--- config.mk ---
export PLATFORM = sky130hd
export DESIGN_NAME = sync_serial_port_core
export DESIGN_NICKNAME = d
export VERILOG_FILES = /design/src/verilog/sync_serial_port_core.v
export VERILOG_INCLUDE_DIRS = /design/src /design/src/verilog
export SDC_FILE = /design/constraint.sdc
export NUM_CORES = 1
export LEC_CHECK = 0
export ABC_AREA = 0
export BUFFER_PORTS_ARGS = -buffer_cell sky130_fd_sc_hd__clkbuf_2
export CAP_MARGIN = 25
export CORE_MARGIN = 8
export CORE_UTILIZATION = 61
export CTS_BUF_LIST = sky130_fd_sc_hd__clkbuf_16
export DETAILED_ROUTE_END_ITERATION = 6
export PLACE_DENSITY_LB_ADDON = 0.12
export SYNTH_ARGS = -nofsm -noshare
export SYNTH_HDL_FRONTEND = slang
export SYNTH_SLANG_ARGS = --single-unit
--- constraint.sdc ---
create_clock -name sys_clk -period 5.3 [get_ports sys_clk]
set_clock_uncertainty 0.15 [all_clocks]
set_input_delay 0.265 -clock sys_clk [delete_from_list [all_inputs] [get_ports sys_clk]]
set_output_delay 0.265 -clock sys_clk [all_outputs]
set_load 0.03 [all_outputs]
--- src/verilog/ssc_map.vh ---
`ifndef SSC_MAP_VH
`define SSC_MAP_VH

// ----------------------------------------
// Register offsets (byte addresses)
// ----------------------------------------
`define OFS_CONTROL       5'h00
`define OFS_STATUS        5'h04
`define OFS_TX_BUFFER     5'h08
`define OFS_RX_BUFFER     5'h0C
`define OFS_BAUD          5'h10
`define OFS_GP_PORT       5'h14

// ----------------------------------------
// Control word fields
// ----------------------------------------
`define CTL_PORT_ENABLE   0
`define CTL_MASTER        1
`define CTL_PHASE         2
`define CTL_POLARITY      3
`define CTL_WIDTH_LO      4
`define CTL_WIDTH_HI      7
`define CTL_RXOVR_EN      8
`define CTL_PHASE_EN      9
`define CTL_RATE_EN       10
`define CTL_TXUND_EN      11
`define CTL_AUTO_RESET    12
`define CTL_RESET         13'h00F0

// ----------------------------------------
// Status fields (flags 5:0 are write-one-to-clear)
// ----------------------------------------
`define STA_RXOVR         0
`define STA_PHASE         1
`define STA_RATE          2
`define STA_TXUND         3
`define STA_RXIRQ         4
`define STA_TXIRQ         5
`define STA_TXFULL        8
`define STA_RXFULL        9
`define STA_BUSY          10

// ----------------------------------------
// General purpose port: latch 2:0, direction 6:4
// Bit 2 clock line, 1 master-out line, 0 master-in line
// ----------------------------------------
`define GP_LATCH_RESET    3'h7
`define GP_DIR_RESET      3'h0
`define BAUD_RESET        16'h0000

`endif

--- src/verilog/sync_serial_port_core.v ---
// Chosen here: the Wishbone interface to the registers and the register offsets.
`include "ssc_map.vh"

module sync_serial_port_core (
    input  wire        sys_clk,
    input  wire        reset_n,
    input  wire        wb_cyc_i,
    input  wire        wb_stb_i,
    input  wire        wb_we_i,
    input  wire [4:0]  wb_adr_i,
    input  wire [3:0]  wb_sel_i,
    input  wire [31:0] wb_dat_i,
    output reg  [31:0] wb_dat_o,
    output reg         wb_ack_o,
    input  wire        clockLineIn,
    output reg         clockLineOut,
    output reg         clockLineOe,
    input  wire        masterOutSlaveInLineIn,
    output reg         masterOutSlaveInLineOut,
    output reg         masterOutSlaveInLineOe,
    input  wire        masterInSlaveOutLineIn,
    output reg         masterInSlaveOutLineOut,
    output reg         masterInSlaveOutLineOe,
    output reg         errorIrqRequest
);

    // ----------------------------------------
    // State
    // ----------------------------------------
    reg  [12:0] portControlWord;
    reg  [5:0]  flags;
    reg  [2:0]  gpPortLatch;
    reg  [2:0]  gpPortDirection;
    reg  [15:0] baudReload;
    reg  [15:0] baudCount;
    reg         prescale;
    reg  [15:0] txBuffer;
    reg         txFull;
    reg         txUpdated;
    reg  [15:0] rxBuffer;
    reg         rxFull;
    reg  [15:0] shiftReg;
    reg         outBit;
    reg         latchedBit;
    reg         active;
    reg  [4:0]  halfStep;
    reg         clockPrev;
    reg         dataPrev;
    reg  [3:0]  changeHist;
    reg  [1:0]  latchPipe;
    reg  [16:0] edgeGap;

    wire        portEnable = portControlWord[`CTL_PORT_ENABLE];
    wire        masterSelect = portControlWord[`CTL_MASTER];
    wire        clockPhaseSelect = portControlWord[`CTL_PHASE];
    wire        clockIdlePolarity = portControlWord[`CTL_POLARITY];
    wire [3:0]  widthM1 = portControlWord[`CTL_WIDTH_HI:`CTL_WIDTH_LO];
    wire        autoResetEnable = portControlWord[`CTL_AUTO_RESET];

    // ----------------------------------------
    // Bus decode
    // ----------------------------------------
    wire        busReq = wb_cyc_i & wb_stb_i;
    wire        busWrite = busReq & wb_we_i & wb_ack_o;
    wire        busRead = busReq & ~wb_we_i & wb_ack_o;
    wire        wrCtl = busWrite & (wb_adr_i == `OFS_CONTROL);
    wire        wrSta = busWrite & (wb_adr_i == `OFS_STATUS);
    wire        wrTx = busWrite & (wb_adr_i == `OFS_TX_BUFFER);
    wire        wrBaud = busWrite & (wb_adr_i == `OFS_BAUD);
    wire        wrGp = busWrite & (wb_adr_i == `OFS_GP_PORT);
    wire        rdRx = busRead & (wb_adr_i == `OFS_RX_BUFFER);
    wire [15:0] ctlMerged;

    function [15:0] laneMerge;
        input [15:0] old;
        input [31:0] data;
        input [3:0]  sel;
        begin
            laneMerge = {sel[1] ? data[15:8] : old[15:8], sel[0] ? data[7:0] : old[7:0]};
        end
    endfunction

    assign ctlMerged = laneMerge({3'h0, portControlWord}, wb_dat_i, wb_sel_i);

    // ----------------------------------------
    // Baud timing
    // ----------------------------------------
    // Position within one bit: two clock cycles per timer step
    wire [16:0] bitPos = {baudReload - baudCount, prescale};
    wire [16:0] halfLen = {1'b0, baudReload} + 17'h00001;
    wire        halfTick = portEnable & ((bitPos == 17'h00000) | (bitPos == halfLen));

    // ----------------------------------------
    // Shift events
    // ----------------------------------------
    wire        dataIn = masterSelect ? masterInSlaveOutLineIn : masterOutSlaveInLineIn;
    wire        clockEdge = clockLineIn != clockPrev;
    wire        slaveEv = portEnable & ~masterSelect & clockEdge;
    wire        ev = masterSelect ? (halfTick & active) : slaveEv;
    wire        leading = ~halfStep[0];
    wire [4:0]  nextStep = halfStep + 5'h01;
    wire [4:0]  lastStep = {widthM1, 1'b0} + 5'h02;
    wire        lastEv = ev & (nextStep == lastStep);
    wire        latchEv = ev & (leading ^ clockPhaseSelect);
    wire        shiftEv = ev & ~(leading ^ clockPhaseSelect) & (halfStep != 5'h00) & ~lastEv;
    wire        lastBit = latchEv ? dataIn : latchedBit;
    wire [15:0] wordMask = 16'hFFFF >> (4'hF - widthM1);
    wire [15:0] rxWord = {shiftReg[14:0], lastBit} & wordMask;
    wire [15:0] shiftNext = {shiftReg[14:0], latchedBit};
    wire        slaveStart = slaveEv & (halfStep == 5'h00);
    wire        loadIdle = portEnable & txFull & (halfStep == 5'h00) & ~active
                           & (masterSelect ? halfTick : ~clockEdge);

    // Slave clock rate check against own generator
    wire [16:0] gapNow = edgeGap + 17'h00001;
    wire        tooFast = gapNow < {1'b0, halfLen[16:1]};
    wire        tooSlow = gapNow > {halfLen[15:0], 1'b0};
    wire        rateFault = portEnable & ~masterSelect & (halfStep != 5'h00)
                            & ((slaveEv & tooFast) | tooSlow);
    wire        phaseFault = portEnable & latchPipe[1] & (|changeHist);
    wire        overrunEv = lastEv & rxFull;
    wire        underrunEv = slaveStart & ~txUpdated;
    wire        errEnabled = (overrunEv & portControlWord[`CTL_RXOVR_EN])
                             | (phaseFault & portControlWord[`CTL_PHASE_EN])
                             | (rateFault & portControlWord[`CTL_RATE_EN])
                             | (underrunEv & portControlWord[`CTL_TXUND_EN]);

    // Alternate outputs: high while unused so the latch owns the pin
    wire        clockAlt = (portEnable & masterSelect) ? (clockIdlePolarity ^ (active & halfStep[0])) : 1'b1;
    wire        mosiAlt = (portEnable & masterSelect) ? outBit : 1'b1;
    wire        misoAlt = (portEnable & ~masterSelect) ? outBit : 1'b1;

    reg  [31:0] readData;
    always @* begin
        if (wb_adr_i == `OFS_CONTROL) begin
            readData = {19'h00000, portControlWord};
        end else if (wb_adr_i == `OFS_STATUS) begin
            readData = {21'h000000, active | (halfStep != 5'h00), rxFull, txFull, 2'h0, flags};
        end else if (wb_adr_i == `OFS_TX_BUFFER) begin
            readData = {16'h0000, txBuffer};
        end else if (wb_adr_i == `OFS_RX_BUFFER) begin
            readData = {16'h0000, rxBuffer};
        end else if (wb_adr_i == `OFS_BAUD) begin
            readData = {16'h0000, portEnable ? baudCount : baudReload};
        end else if (wb_adr_i == `OFS_GP_PORT) begin
            readData = {25'h0000000, gpPortDirection, 1'b0, gpPortLatch};
        end else begin
            readData = 32'h00000000;
        end
    end

    // ----------------------------------------
    // Bus slave
    // ----------------------------------------
    always @(posedge sys_clk or negedge reset_n) begin
        if (!reset_n) begin
            wb_ack_o <= 1'b0;
            wb_dat_o <= 32'h00000000;
        end else begin
            wb_ack_o <= busReq & ~wb_ack_o;
            if (busReq & ~wb_ack_o) begin
                wb_dat_o <= readData;
            end
        end
    end

    // ----------------------------------------
    // Configuration, timer and pins
    // ----------------------------------------
    always @(posedge sys_clk or negedge reset_n) begin
        if (!reset_n) begin
            portControlWord <= `CTL_RESET;
            gpPortLatch <= `GP_LATCH_RESET;
            gpPortDirection <= `GP_DIR_RESET;
            baudReload <= `BAUD_RESET;
            baudCount <= `BAUD_RESET;
            prescale <= 1'b0;
            clockLineOut <= 1'b1;
            clockLineOe <= 1'b0;
            masterOutSlaveInLineOut <= 1'b1;
            masterOutSlaveInLineOe <= 1'b0;
            masterInSlaveOutLineOut <= 1'b1;
            masterInSlaveOutLineOe <= 1'b0;
            errorIrqRequest <= 1'b0;
        end else begin
            if (wrCtl) begin
                // Width only changes while disabled
                if (!portEnable) begin
                    portControlWord <= ctlMerged[12:0];
                end else begin
                    portControlWord <= {ctlMerged[12:8], widthM1, ctlMerged[3:0]};
                end
            end
            if (wrGp & wb_sel_i[0]) begin
                gpPortLatch <= wb_dat_i[2:0];
                gpPortDirection <= wb_dat_i[6:4];
            end
            if (wrBaud & !portEnable) begin
                baudReload <= laneMerge(baudReload, wb_dat_i, wb_sel_i);
            end
            if (!portEnable) begin
                baudCount <= baudReload;
                prescale <= 1'b0;
            end else begin
                prescale <= ~prescale;
                if (prescale) begin
                    baudCount <= (baudCount == 16'h0000) ? baudReload : baudCount - 16'h0001;
                end
            end
            clockLineOut <= gpPortLatch[2] & clockAlt;
            masterOutSlaveInLineOut <= gpPortLatch[1] & mosiAlt;
            masterInSlaveOutLineOut <= gpPortLatch[0] & misoAlt;
            clockLineOe <= gpPortDirection[2];
            masterOutSlaveInLineOe <= gpPortDirection[1];
            masterInSlaveOutLineOe <= gpPortDirection[0];
            errorIrqRequest <= errEnabled;
        end
    end

    // ----------------------------------------
    // Shift engine and flags
    // ----------------------------------------
    always @(posedge sys_clk or negedge reset_n) begin
        if (!reset_n) begin
            flags <= 6'h00;
            txBuffer <= 16'h0000;
            txFull <= 1'b0;
            txUpdated <= 1'b0;
            rxBuffer <= 16'h0000;
            rxFull <= 1'b0;
            shiftReg <= 16'h0000;
            outBit <= 1'b1;
            latchedBit <= 1'b0;
            active <= 1'b0;
            halfStep <= 5'h00;
            clockPrev <= 1'b0;
            dataPrev <= 1'b0;
            changeHist <= 4'h0;
            latchPipe <= 2'h0;
            edgeGap <= 17'h00000;
        end else begin
            clockPrev <= clockLineIn;
            dataPrev <= dataIn;
            changeHist <= {changeHist[2:0], dataIn != dataPrev};
            latchPipe <= {latchPipe[0], latchEv};
            if (slaveEv | (halfStep == 5'h00)) begin
                edgeGap <= 17'h00000;
            end else if (edgeGap != 17'h1FFFF) begin
                edgeGap <= gapNow;
            end
            if (wrSta & wb_sel_i[0]) begin
                flags <= flags & ~wb_dat_i[5:0];
            end
            if (rdRx) begin
                rxFull <= 1'b0;
            end
            if (wrTx) begin
                txBuffer <= laneMerge(txBuffer, wb_dat_i, wb_sel_i);
                txFull <= 1'b1;
                txUpdated <= 1'b1;
            end
            if (!portEnable) begin
                active <= 1'b0;
                halfStep <= 5'h00;
            end else if (rateFault & autoResetEnable) begin
                active <= 1'b0;
                halfStep <= 5'h00;
            end else if (ev) begin
                if (slaveStart) begin
                    active <= 1'b1;
                    txUpdated <= wrTx;
                end
                if (latchEv) begin
                    latchedBit <= dataIn;
                end
                if (shiftEv) begin
                    shiftReg <= shiftNext;
                    outBit <= shiftNext[widthM1];
                end
                if (lastEv) begin
                    rxBuffer <= rxWord;
                    rxFull <= 1'b1;
                    if (txFull & ~wrTx) begin
                        shiftReg <= txBuffer;
                        outBit <= txBuffer[widthM1];
                        txFull <= 1'b0;
                        halfStep <= 5'h00;
                        // A master frame is a transfer too: later slave start needs a fresh write
                        if (masterSelect) begin
                            txUpdated <= 1'b0;
                        end
                    end else begin
                        active <= 1'b0;
                        halfStep <= 5'h00;
                    end
                end else begin
                    halfStep <= nextStep;
                end
            end else if (loadIdle & ~wrTx) begin
                shiftReg <= txBuffer;
                outBit <= txBuffer[widthM1];
                txFull <= 1'b0;
                active <= masterSelect;
                if (masterSelect) begin
                    txUpdated <= 1'b0;
                end
            end
            // Hardware events set after software clears, so a set always wins
            if (overrunEv) begin
                flags[`STA_RXOVR] <= 1'b1;
            end
            if (phaseFault) begin
                flags[`STA_PHASE] <= 1'b1;
            end
            if (rateFault) begin
                flags[`STA_RATE] <= 1'b1;
            end
            if (underrunEv) begin
                flags[`STA_TXUND] <= 1'b1;
            end
            if (lastEv) begin
                flags[`STA_RXIRQ] <= 1'b1;
            end
            if ((lastEv | loadIdle) & txFull & ~wrTx & portEnable & ~(rateFault & autoResetEnable)) begin
                flags[`STA_TXIRQ] <= 1'b1;
            end
        end
    end

endmodule // sync_serial_port_core

==> metrics.md <==
| Metric | Value |
|---|---|
| # diodes | `0` |
| CTS clk-pin slew, worst paths | `0.07 ns` |
| Slew @ Worst Pin | `0.9937 ns` |
| Mean Syn Cell Area | `9.351 sq um` |
| Worst reg2reg startpoint | `edgeGap[0]` |
| Final non-filler cell total | `1466` |
| Pin count of the biggest net entering global routing | `69` |
| Worst path slowest cell | `or4_1` |
| Initial antenna violation count | `0` |
| Setup TNS | `0 ns` |
| Hpwl dp | `21370 um` |
| Number of global-route vias before repair | `9005` |
| Via count | `9247` |
| Clk Latency, worst-skew pair | `0.44 ns` |
| Sw Share | `27.22%` |
| Slew Viols, Final | `0` |
| Clk sinks | `165` |
| Reg power frac | `46.2%` |
| Std-Cell Rows | `49` |
| Critical path origin | `edgeGap[0]` |
| IO buf count | `54` |
| Area growth, synth to finish | `10.08%` |
| Width of the die | `150.6 um` |
| Psw | `768.1 uW` |
| Die Y-Extent | `150.6 um` |
| Wire length per cell | `19.90 um` |
| R2R depth | `18` |
| Final Wtd Congestion | `0.9182` |
| Cts bufs inserted | `17` |
| Clock Tree Buf Depth | `2` |
| Final hold vios | `0` |
| # resized after CTS | `0` |
| Most used DFF post-synth | `dfrtp_1` |
| Area share of the largest cell type after synthesis | `approximately a third` |
| Worst Path Arrival | `5.12 ns` |
| Most frequent cells in the layout | `dfrtp_1, nand2_1, o21ai_0` |
| HP Class | `primary input to flop` |
| Cell breakdown of the critical path | `ha_1 -> nand3_1 -> nor2_1 -> and3_1 -> and3_1 -> nand3_1 -> nor2_1 -> and3_1 -> ha_1 -> ha_1 -> and3_1 -> nand3_1 -> or4_1 -> a22oi_1 -> o21a_1 -> nand3_1 -> buf_4 -> o31ai_1` |
| RSZ-0062 raised after global routing | `false` |
| Total grt overflow | `0` |
| GR Util All Layers | `26.67%` |
| I/O pins | `slightly below 90` |
| Most common cell after layout, fill and taps aside | `dfrtp_1` |
| Setup CP Type | `flop to flop` |
| Share of layout cells above drive strength 1 | `15.93%` |
| Die area | `22670 sq um` |
| Via density | `6.308` |
| CP required | `roughly 5.5 ns` |
| CP Max Fanout | `33` |
| Clock share of power | `42.0%` |
| Ys async rst share | `100.0%` |
| CP peak stage delay | `0.51 ns` |
| Final wirelength | `between 20000 and 30000 um` |
| CP Capture Type | `flop` |
| Drt pass-1 iters | `5` |
| Clock root cell | `clkbuf_16` |
| Crit path launch type | `flop` |
| Leakage dissipation | `roughly 0.0056 uW` |
| Antenna-violating nets left | `0` |
| Final setup fails | `0` |
| Worst reg-to-reg setup slack | `~0.37 ns` |
| Post-synthesis cell count | `1181` |
| Initial Util | `a little over 60%` |
| Internal power | `~2100 uW` |
| CTS tree | `done` |
| Core Area | `17840 sq um` |
| Fin crit share | `between 90 and 100%` |
| Detailed-route DRC error count | `0` |
| EDFF count, synth | `0` |
| Fmax achieved | `roughly 200 MHz` |
| Outcome | `completed` |
| Area leader, netlist | `dfrtp_1` |
| DP Cell Count | `about 1400` |
| Fin crit period | `4.925 ns` |
| Mapped cell area | `11040 sq um` |
| Power share of the combinational group | `11.8%` |
| Initial DRC Count | `843` |
| Yosys warnings | `0` |
| Number of synthesized register bits | `165` |
| FF-to-FF End | `rxBuffer[11]` |
| Power Density | `232.1 nW/um^2` |
| Yosys cell types | `between 80 and 90` |
| Peak supply drop | `0.2399 mV` |
| Final Net Count | `1331` |
| Max-cap check violation count | `0` |
| Slew headroom | `33.75%` |
| Seq/Total Area, Yosys | `about 38%` |
| Worst Setup EP | `rxBuffer[11]` |
| H-tree depth | `4` |
| Synth area leaders | `dfrtp_1, ha_1, o21ai_0, mux2_2, nand2_1` |
| First-pass GRT wire length | `between 40000 and 50000 um` |
-- kinds of logic (layout without fill, tap and decap cells) --
kind of cell	count (synthesis)	after routing	share of synthesized area, %
AND/OR/NAND/NOR	372	372	16.59
flip-flops	165	165	37.51
adder cells (fa/ha/maj)	58	58	6.639
buffers and inverters	121	162	5.042
AO/OA/AOI/OAI	307	307	18.15
XOR/XNOR	77	77	7.115
multiplexers	80	80	8.917
other	1	16	0.03396
-- how the worst min path moves through the flow --
| stage | start | endpoint | depth (start not counted) |
|---|---|---|---|
| after floorplan | reset_n | active | 0 |
| after global placement | reset_n | changeHist[0] | 1 |
| after detailed placement | reset_n | changeHist[1] | 1 |
| after CTS | wb_dat_i[8] | baudReload[8] | 2 |
| after global routing | wb_dat_i[8] | portControlWord[8] | 2 |
| final | masterOutSlaveInLineIn | dataPrev | 2 |
-- sequential cells by signal, indices dropped and copies added, names as in the netlist, 3 cells and up --
signal	cells
txBuffer	16
shiftReg	15
halfStep	5
baudCount	16
edgeGap	17
gpPortLatch	3
portControlWord	13
changeHist	4
flags	6
wb_dat_o	16
gpPortDirection	3
rxBuffer	16
baudReload	16
-- final cells by class --
class | count | area, sq um
Multi-Input combinational cell | 910 | 6426
Fill cell | 1425 | 5684
Sequential cell | 165 | 4143
Timing Repair Buffer | 85 | 574.3
Clock buffer | 17 | 425.4
Tap cell | 229 | 286.5
Inverter | 45 | 168.9
Clock inverter | 15 | 132.6
-- critical path, delay by kind of cell (launching register included) --
kind | cells | cell delay, ns
adder cells (fa/ha/maj) | 3 | 0.81
flip-flops | 1 | 0.44
AND/OR/NAND/NOR | 11 | 2.24
AO/OA/AOI/OAI | 3 | 0.91
buffers and inverters | 1 | 0.25
-- per-layer routing --
metal | wire, um | vias to the layer above | global-route usage (%)
li1 | - | 4330 | -
met1 | 13160 | 4498 | 38.32
met2 | 12840 | 371 | 39.10
met3 | 2489 | 48 | 5.771
met4 | 673 | 0 | 8.896
met5 | 0 | - | 0
-- power by group through the flow --
stage / registers, uW / logic (uW) / clock network (uW)
after CTS: 1300 / 329 / 1190
after floorplan: 1330 / 210 / 0
after detailed placement: 1330 / 318 / 0
after global placement: 1330 / 314 / 0
final: 1300 / 333 / 1180
after global routing: 1310 / 362 / 1250
-- Yosys cell counts, types with 16 or more instances --
library cell	count
mux2_2	47
o22ai_1	20
clkbuf_1	41
xnor2_1	41
nor3_1	26
buf_4	16
o21ai_0	110
dfrtp_1	154
nand3_1	33
nor2_1	83
a21oi_1	57
xor2_1	28
and3_1	19
inv_1	45
nand2_1	124
ha_1	57
mux2i_1	23
-- metrics by stage --
step	total power [uW]	area [sq um]	setup slack (ns)	util, %	hold slack (ns)
2_1_floorplan	1540	11100	1.000	-	-0.1806
3_3_place_gp	1640	11440	0.5770	64.11	0.08052
3_5_place_dp	1644	11440	0.4365	64.14	0.08847
4_1_cts	2822	12140	0.3398	68.06	0.003011
5_1_grt	2913	12160	0.01843	68.14	0.004954
6_report	2821	12160	0.3746	68.14	0.003689
-- repair_timing --
action / in CTS / in global routing
setup buffers: 0 / 0
hold endpoints to repair: 76 / 0
hold buffers: 14 / 0
Power figures use the tool's default switching activity.
